[src/logic/eed_defines.svh]
// eed_defines.svh: offsets, field positions, reset values and timing counts
// for the echo envelope decimator; included by the decimator top only.
`ifndef EED_DEFINES_SVH
`define EED_DEFINES_SVH

// ----------------------------------------------------------------------
// register offsets
// ----------------------------------------------------------------------
`define EED_OFS_RATIO 4'h0
`define EED_OFS_CTRL 4'h1
`define EED_OFS_NUM 4'h2
`define EED_OFS_FB 4'h3
`define EED_OFS_STATUS 4'h4
`define EED_OFS_LAST 4'h5
`define EED_OFS_PEAK 4'h6

// ----------------------------------------------------------------------
// fields and reset values
// ----------------------------------------------------------------------
`define EED_CTRL_FILT_BIT 0
`define EED_STAT_OVR_BIT 0
`define EED_STAT_BUSY_BIT 1
`define EED_RATIO_RST 6'h19
`define EED_NUM_RST 16'h04D7
`define EED_FB_RST 16'h7652
`define EED_COEF_FRAC 15

// ----------------------------------------------------------------------
// timing
// ----------------------------------------------------------------------
`define EED_CLK_PERIOD_NS 10
`define EED_SAMPLE_PERIOD_US 1
`define EED_SAMPLE_CYCLES ((`EED_SAMPLE_PERIOD_US * 1000) / `EED_CLK_PERIOD_NS)

`endif

[src/logic/eed_pkg.sv]
// eed_pkg.sv: types shared by the echo envelope decimator.
// assumes nothing beyond a SystemVerilog compiler.
`default_nettype none

package eed_pkg;

	// gray coded along idle -> calc -> push
	typedef enum logic [1:0]
	{
		EED_IDLE = 2'b00,
		EED_CALC = 2'b01,
		EED_PUSH = 2'b11
	} eed_state_t;

endpackage

`default_nettype wire

[src/logic/eed_fifo.sv]
// eed_fifo.sv: flip-flop fifo with valid/ready on both sides.
// assumes one clock and a synchronous active-high reset.
`timescale 1ns/1ns
`default_nettype none

module eed_fifo #(
	parameter int WIDTH = 16,
	parameter int DEPTH = 16
) (
	// clock and reset
	input wire logic clk_i,
	input wire logic reset_i,
	// fill side
	input wire logic in_valid_i,
	output logic in_ready_o,
	input wire logic [WIDTH-1:0] in_data_i,
	// drain side
	output logic out_valid_o,
	input wire logic out_ready_i,
	output logic [WIDTH-1:0] out_data_o,
	// fill level
	output logic [$clog2(DEPTH+1)-1:0] level_o
);

	localparam int AW = $clog2(DEPTH);
	localparam int CW = $clog2(DEPTH+1);

	logic [WIDTH-1:0] mem_q [DEPTH];
	logic [AW-1:0] wr_q;
	logic [AW-1:0] rd_q;
	logic [CW-1:0] cnt_q;
	logic push;
	logic pop;

	assign in_ready_o = (cnt_q != CW'(DEPTH));
	assign out_valid_o = (cnt_q != '0);
	assign push = in_valid_i && in_ready_o;
	assign pop = out_valid_o && out_ready_i;
	assign out_data_o = mem_q[rd_q];
	assign level_o = cnt_q;

	function automatic logic [AW-1:0] bump(input logic [AW-1:0] p);
		return (p == AW'(DEPTH-1)) ? '0 : p + AW'(1);
	endfunction

	always_ff @(posedge clk_i)
	begin
		if (push)
		begin
			mem_q[wr_q] <= in_data_i;
		end
	end

	always_ff @(posedge clk_i)
	begin
		if (reset_i)
		begin
			wr_q <= '0;
			rd_q <= '0;
			cnt_q <= '0;
		end
		else
		begin
			if (push)
				wr_q <= bump(wr_q);
			if (pop)
				rd_q <= bump(rd_q);
			if (push && !pop)
				cnt_q <= cnt_q + CW'(1);
			else if (pop && !push)
				cnt_q <= cnt_q - CW'(1);
		end
	end

endmodule

`default_nettype wire

[src/logic/eed_decimator.sv]
// eed_decimator.sv: rectifier, peak extractor, decimator and optional
// first-order low-pass filter in front of a 16-word output fifo.
// assumes the band-pass result is held steady between sample ticks.
//
// How it works
// - emits peak clear pulse and decimated samples
// - six-bit ratio, any value 1..63 accepted
// - up-counter from zero, one step per sample
// - at ratio: counter to zero, clear pulse
// - clear forces held peak value to zero
// - one output every ratio microseconds
// - decimated samples optionally low-pass filtered
// - first-order recursive filter, programmable cutoff
// - numerator and feedback coefficients set cutoff
// - peak updates only when input exceeds it
// - peak input is rectified band-pass magnitude
`include "eed_defines.svh"
`timescale 1ns/1ns
`default_nettype none

module eed_decimator #(
	parameter int DW = 16,
	parameter int FIFO_DEPTH = 16,
	parameter int SAMPLE_CYCLES = `EED_SAMPLE_CYCLES
) (
	// clock and reset
	input wire logic clk_i,
	input wire logic reset_i,
	// band-pass result, signed
	input wire logic signed [DW-1:0] bp_sample_i,
	// register port
	input wire logic [3:0] reg_addr_i,
	input wire logic [DW-1:0] reg_wdata_i,
	input wire logic reg_wr_i,
	input wire logic reg_rd_i,
	output logic [DW-1:0] reg_rdata_o,
	// peak extractor clear
	output logic clear_o,
	// fifo drain side
	output logic out_valid_o,
	input wire logic out_ready_i,
	output logic [DW-1:0] out_data_o
);

	localparam int TW = $clog2(SAMPLE_CYCLES);
	localparam int LW = $clog2(FIFO_DEPTH+1);
	localparam int AW = 2*DW+3;

	// ----------------------------------------------------------------------
	// registers
	// ----------------------------------------------------------------------
	logic [5:0] ratio_q;
	logic filt_en_q;
	logic [DW-1:0] lowpass_numerator_coeff_q;
	logic [DW-1:0] lowpass_feedback_coeff_q;
	logic ovr_q;
	logic [DW-1:0] rdata_q;
	logic [DW-1:0] last_q;
	logic [LW-1:0] level;

	// ----------------------------------------------------------------------
	// datapath state
	// ----------------------------------------------------------------------
	logic [TW-1:0] tick_cnt_q;
	logic tick;
	logic [5:0] cnt_q;
	logic wrap;
	logic [DW-1:0] mag;
	logic [DW-1:0] peak_q;
	logic [DW-1:0] dec_max;
	logic clear_q;
	logic dec_valid_q;
	logic [DW-1:0] dec_q;
	logic [DW-1:0] x_prev_q;
	logic [DW-1:0] y_q;
	logic [DW-1:0] push_data_q;
	eed_pkg::eed_state_t st_q;
	logic push_ready;

	function automatic logic [DW-1:0] rectify(input logic signed [DW-1:0] v);
		return v[DW-1] ? DW'(-v) : DW'(v);
	endfunction

	function automatic logic [DW-1:0] iir(input logic [DW-1:0] x,
		input logic [DW-1:0] xp, input logic [DW-1:0] yp,
		input logic [DW-1:0] b, input logic [DW-1:0] a);
		logic [AW-1:0] acc;
		logic [AW-1:0] sh;
		acc = AW'((AW'(x) + AW'(xp)) * AW'(b)) + AW'(AW'(yp) * AW'(a));
		sh = acc >> `EED_COEF_FRAC;
		return (sh > AW'({DW{1'b1}})) ? {DW{1'b1}} : sh[DW-1:0];
	endfunction

	// ----------------------------------------------------------------------
	// register access
	// ----------------------------------------------------------------------
	always_ff @(posedge clk_i)
	begin
		if (reset_i)
		begin
			ratio_q <= `EED_RATIO_RST;
			filt_en_q <= 1'b0;
			lowpass_numerator_coeff_q <= `EED_NUM_RST;
			lowpass_feedback_coeff_q <= `EED_FB_RST;
		end
		else if (reg_wr_i)
		begin
			case (reg_addr_i)
				`EED_OFS_RATIO: ratio_q <= reg_wdata_i[5:0];
				`EED_OFS_CTRL: filt_en_q <= reg_wdata_i[`EED_CTRL_FILT_BIT];
				`EED_OFS_NUM: lowpass_numerator_coeff_q <= reg_wdata_i;
				`EED_OFS_FB: lowpass_feedback_coeff_q <= reg_wdata_i;
				default: ;
			endcase
		end
	end

	// overrun: a new decimated sample while the previous one is still pending;
	// a write to status clears it, but a same-cycle set wins
	always_ff @(posedge clk_i)
	begin
		if (reset_i)
			ovr_q <= 1'b0;
		else if (dec_valid_q && st_q != eed_pkg::EED_IDLE)
			ovr_q <= 1'b1;
		else if (reg_wr_i && reg_addr_i == `EED_OFS_STATUS
			&& reg_wdata_i[`EED_STAT_OVR_BIT])
			ovr_q <= 1'b0;
	end

	always_ff @(posedge clk_i)
	begin
		if (reset_i)
			rdata_q <= '0;
		else if (reg_rd_i)
		begin
			case (reg_addr_i)
				`EED_OFS_RATIO: rdata_q <= DW'(ratio_q);
				`EED_OFS_CTRL: rdata_q <= DW'(filt_en_q);
				`EED_OFS_NUM: rdata_q <= lowpass_numerator_coeff_q;
				`EED_OFS_FB: rdata_q <= lowpass_feedback_coeff_q;
				`EED_OFS_STATUS: rdata_q <= {DW'(level) << 8}
					| DW'({st_q != eed_pkg::EED_IDLE, ovr_q});
				`EED_OFS_LAST: rdata_q <= last_q;
				`EED_OFS_PEAK: rdata_q <= peak_q;
				default: rdata_q <= '0;
			endcase
		end
		else
			rdata_q <= '0;
	end

	assign reg_rdata_o = rdata_q;

	// ----------------------------------------------------------------------
	// sample tick, rectifier and peak extractor
	// ----------------------------------------------------------------------
	always_ff @(posedge clk_i)
	begin
		if (reset_i || tick)
			tick_cnt_q <= '0;
		else
			tick_cnt_q <= tick_cnt_q + TW'(1);
	end

	assign tick = (tick_cnt_q == TW'(SAMPLE_CYCLES-1));
	assign mag = rectify(bp_sample_i);
	assign dec_max = (mag > peak_q) ? mag : peak_q;

	// ratio 0 is treated like 1: every sample wraps
	assign wrap = tick && (7'(cnt_q) + 7'(1) >= 7'(ratio_q));

	always_ff @(posedge clk_i)
	begin
		if (reset_i)
			cnt_q <= '0;
		else if (wrap)
			cnt_q <= '0;
		else if (tick)
			cnt_q <= cnt_q + 6'(1);
	end

	always_ff @(posedge clk_i)
	begin
		if (reset_i || wrap)
			peak_q <= '0;
		else if (tick && mag > peak_q)
			peak_q <= mag;
	end

	always_ff @(posedge clk_i)
	begin
		if (reset_i)
		begin
			clear_q <= 1'b0;
			dec_valid_q <= 1'b0;
			dec_q <= '0;
		end
		else
		begin
			clear_q <= wrap;
			dec_valid_q <= wrap;
			if (wrap)
				dec_q <= dec_max;
		end
	end

	assign clear_o = clear_q;

	// ----------------------------------------------------------------------
	// low-pass filter and push toward the fifo
	// ----------------------------------------------------------------------
	always_ff @(posedge clk_i)
	begin
		if (reset_i)
			st_q <= eed_pkg::EED_IDLE;
		else
		begin
			case (st_q)
				eed_pkg::EED_IDLE:
					if (dec_valid_q)
						st_q <= filt_en_q ? eed_pkg::EED_CALC : eed_pkg::EED_PUSH;
				eed_pkg::EED_CALC: st_q <= eed_pkg::EED_PUSH;
				eed_pkg::EED_PUSH:
					if (push_ready)
						st_q <= eed_pkg::EED_IDLE;
				default: st_q <= eed_pkg::EED_IDLE;
			endcase
		end
	end

	always_ff @(posedge clk_i)
	begin
		if (reset_i)
		begin
			x_prev_q <= '0;
			y_q <= '0;
			push_data_q <= '0;
			last_q <= '0;
		end
		else if (st_q == eed_pkg::EED_IDLE && dec_valid_q)
		begin
			push_data_q <= dec_q;
			last_q <= dec_q;
		end
		else if (st_q == eed_pkg::EED_CALC)
		begin
			// filter state moves once per decimated sample only
			y_q <= iir(push_data_q, x_prev_q, y_q, lowpass_numerator_coeff_q,
				lowpass_feedback_coeff_q);
			push_data_q <= iir(push_data_q, x_prev_q, y_q, lowpass_numerator_coeff_q,
				lowpass_feedback_coeff_q);
			x_prev_q <= push_data_q;
		end
	end

	eed_fifo #(
		.WIDTH(DW),
		.DEPTH(FIFO_DEPTH)
	) u_fifo (
		.clk_i(clk_i),
		.reset_i(reset_i),
		.in_valid_i(st_q == eed_pkg::EED_PUSH),
		.in_ready_o(push_ready),
		.in_data_i(push_data_q),
		.out_valid_o(out_valid_o),
		.out_ready_i(out_ready_i),
		.out_data_o(out_data_o),
		.level_o(level)
	);
endmodule

`default_nettype wire

[config.mk]
export PLATFORM = sky130hd
export DESIGN_NAME = eed_decimator
export DESIGN_NICKNAME = d
export VERILOG_FILES = /design/src/logic/eed_pkg.sv /design/src/logic/eed_fifo.sv /design/src/logic/eed_decimator.sv
export VERILOG_INCLUDE_DIRS = /design/src /design/src/logic
export SDC_FILE = /design/constraint.sdc
export NUM_CORES = 2
export LEC_CHECK = 0
export BUFFER_PORTS_ARGS = -buffer_cell sky130_fd_sc_hd__buf_4
export CORE_MARGIN = 4
export CORE_UTILIZATION = 54
export CTS_BUF_LIST = sky130_fd_sc_hd__clkbuf_16
export CTS_CLUSTER_SIZE = 14
export DETAILED_ROUTE_END_ITERATION = 10
export PLACE_DENSITY_LB_ADDON = 0.08
export REMOVE_ABC_BUFFERS = 1
export SLEW_MARGIN = 20
export SYNTH_ARGS = -nofsm -noshare
export SYNTH_HDL_FRONTEND = slang
export SYNTH_SLANG_ARGS = --single-unit
[constraint.sdc]
create_clock -name clk_i -period 14.7 [get_ports clk_i]
set_clock_uncertainty 0.15 [all_clocks]
set_input_delay 1.47 -clock clk_i [delete_from_list [all_inputs] [get_ports clk_i]]
set_output_delay 1.47 -clock clk_i [all_outputs]
set_load 0.005 [all_outputs]
==> run_results.csv <==
group,metric,value,unit
run_status,status,"completed",
finish,nets,4277,
place,portBuffers,74,
synthesis,syn_area,37000,µm²
floorplanning,fp.dieArea,72800,µm²
global_routing,antenna_found_initial,3,
synthesis,synth.avg_cell_area,10.5,µm²
global_routing,grt.overflow.total,0,
min_path,hold_depth,1,
routing,wl,102000,µm
clocking,post_cts_buffers,0,
floorplanning,rows,95,
timing,grt_setup_unrepaired,"false",
synthesis,yosysSeqAreaShare,30.8,%
min_path,min_to,"tick_cnt_q[0]",
routing,dr.pass1.iters,8,
routing,first_iter_violations,2451,
clocking,cts.sinks,441,
global_routing,grt_pass1_wl,162000,µm
global_routing,grt_max_degree,87,
clocking,cts_max_path_buffers,3,
routing,vias,26200,
worst_setup_path,cp-end-kind,"register",
floorplanning,fp.dieH,270,µm
clocking,path_clk_slew,0.06,ns
synthesis,synth_edf_count,256,
power_and_ir_drop,ir_worst_vdd,0.0000868,V
global_routing,grt_pass1_vias,28100,
synthesis,synth_cells,3533,
floorplanning,initial_utilization,54.8,%
clocking,ctsResizeCount,0,
timing,period_share,71.7,%
finish,instances_no_fill,4434,
clocking,h-tree-depth,2,
routing,ant_nets,0,
worst_setup_path,cp_common_cell,"fa_1",
clocking,cts-root-buf,"clkbuf_16",
synthesis,synthFlopType,"edfxtp_1",
routing,wire_per_inst,23.0,µm
clocking,hold_buffers,0,
worst_setup_path,path_class,"reg2reg",
floorplanning,io_pins,75,
timing,tightestPinTransition,1.19,ns
worst_setup_path,slowest_delay,0.78,ns
finish,postLayoutCellArea,40100,µm²
worst_setup_path,reg2reg_depth,29,
timing,max-slew-margin-rel,20.4,%
flow_run,max_cap_viol_count,0,
finish,layout_common_cells,"inv_1 (570), fa_1 (463), nand2_1 (451), edfxtp_1 (256)",
routing,drc,0,
global_routing,track_usage,28.5,%
timing,setup-tns-final,0,ns
clocking,cts_buffers,46,
routing,vias_per_cell,5.92,
worst_setup_path,rr_endpoint,"y_q[10]",
synthesis,async_reset_ff_share,0,%
timing,period_minus_slack,10.55,ns
finish,postLayoutCoreUtil,59.3,%
timing,hold_viol_final,0,
min_path,worstHoldStart,"tick_cnt_q[0]",
timing,slew_viol_final,0,
finish,fillerInstances,5684,
floorplanning,die_x,270,µm
power_and_ir_drop,leakage,16.9,nW
synthesis,yosysWarnings,0,
worst_setup_path,startpoint_type,"register",
worst_setup_path,required,14.96,ns
synthesis,synthTopCellsByArea,"fa_1 (25%), edfxtp_1 (21%), dfxtp_1 (10%)",
clocking,cts_tree,"yes",
worst_setup_path,critPathArrivalTime,10.81,ns
worst_setup_path,timing.rr.start,"push_data_q[2]",
place,placed_area,38500,µm²
synthesis,synth_largest_area_cell,"fa_1",
power_and_ir_drop,power.density,71.4,nW/µm²
worst_setup_path,cp_num_buf_inv,4,
timing,setup_violations,0,
min_path,worstHoldPathType,"reg2reg",
synthesis,synth_cell_type_count,75,
floorplanning,fp.coreArea,67600,µm²
worst_setup_path,worst_path_max_delay_cell,"dfxtp_1",
finish,final_common_cell,"inv_1",
synthesis,yosys.area.top_type_share,25.0,%
synthesis,ys_ff_latch,441,
place,dp_hpwl,76600,µm
timing,fmax,0.0948,GHz
worst_setup_path,crit_cells,29,
finish,syn_to_final_growth,8.21,%
worst_setup_path,r2r_slack,4.15,ns
clocking,insertion_delay,0.61,ns
worst_setup_path,path_max_fanout,32,
worst_setup_path,crit_family,"adder cells",
timing,fin_hold_ws,0.291,ns
place,gp_congestion,0.947,
finish,drive_gt1_share,9.24,%
place,dpl.cell_count,4348,
## layout make-up
type | instances | area (µm²) | area share [%]
repair buffers | 147 | 1100 | 2.75
clock inverters | 39 | 370 | 0.924
flip-flops and latches | 441 | 11400 | 28.4
diodes | 1 | 2.50 | 0.00624
inverters | 557 | 2090 | 5.22
multi-input cells | 2330 | 22900 | 57.1
well taps | 873 | 1090 | 2.73
clock buffers | 46 | 1150 | 2.87
## synth_stat cells (all sizes together), types with 9 or more instances
cell     number
a211oi       20
a21o         36
a21oi       118
a22oi        39
a311oi        9
a31oi        51
and2        251
and3         39
buf          24
clkbuf      181
dfxtp       185
edfxtp      256
fa          463
ha          250
inv         556
mux2i        21
mux4         80
nand2       451
nand2b       18
nand3        75
nand4        20
nor2         81
nor2b        31
nor3         46
o211ai       16
o21ai        50
o2bb2ai      11
xnor2        37
xor2         26
## per-layer routing
layer | up-vias | routed length (µm) | GRT usage [%]
met3 | 183 | 6390 | 3.30
met5 | - | 13 | 0
met1 | 13500 | 41000 | 38.1
met4 | 2 | 4410 | 10.7
li1 | 11600 | - | -
met2 | 970 | 50200 | 48.2
## how the worst max path moves through the flow
stage	from	end	slack, ns
floorplan	push_data_q[10]	y_q[13]	4.78
global placement	push_data_q[0]	y_q[13]	4.28
detailed placement	push_data_q[0]	y_q[13]	4.05
CTS	push_data_q[0]	y_q[10]	3.99
global route	push_data_q[0]	y_q[10]	3.63
finish	push_data_q[2]	y_q[10]	4.15
## registers in the layout (all words and copies together) (netlist names), 2 cells and up, named ones only
| signal | count |
|---|---|
| lowpass_feedback_coeff_q | 16 |
| u_fifo.mem_q | 256 |
| dec_q | 16 |
| last_q | 16 |
| ratio_q | 6 |
| cnt_q | 6 |
| u_fifo.wr_q | 4 |
| u_fifo.level_o | 5 |
| lowpass_numerator_coeff_q | 16 |
| push_data_q | 16 |
| reg_rdata_o | 16 |
| peak_q | 16 |
| st_q | 2 |
| u_fifo.rd_q | 4 |
| y_q | 16 |
| x_prev_q | 16 |
| tick_cnt_q | 7 |
## worst reg2reg max path: cells and delay by family, from the launching register on
| kind | cells | cell delay [ns] |
|---|---|---|
| buf+inv | 4 | 0.51 |
| compound gates | 8 | 2.25 |
| simple gates | 7 | 1.83 |
| fa+ha+maj | 10 | 4.85 |
| flops | 1 | 0.78 |
## cell families (layout without fill, tap and decap cells)
| group | Yosys count | after routing | share of synthesized area, % |
|---|---|---|---|
| buffers and inverters | 762 | 789 | 7.77 |
| XOR/XNOR | 63 | 63 | 1.49 |
| other | 0 | 1 | 0 |
| flip-flops | 441 | 441 | 30.8 |
| AO/OA/AOI/OAI | 406 | 406 | 7.21 |
| adder cells (fa/ha/maj) | 713 | 713 | 33.5 |
| multiplexers | 103 | 103 | 5.49 |
| AND/OR/NAND/NOR | 1045 | 1045 | 13.8 |
## metrics by stage
step | setup slack [ns] | power (mW)
floorplan | 4.78 | 1.60
global placement | 4.28 | 1.71
detailed placement | 4.05 | 1.71
CTS | 3.99 | 2.89
global route | 3.63 | 2.97
finish | 4.15 | 2.86
## power breakdown
part	internal (mW)	switching [mW]
clock network	0.668	0.508
registers	1.31	0.0313
logic	0.180	0.169
total	2.15	0.708
Power figures use the tool's default switching activity.
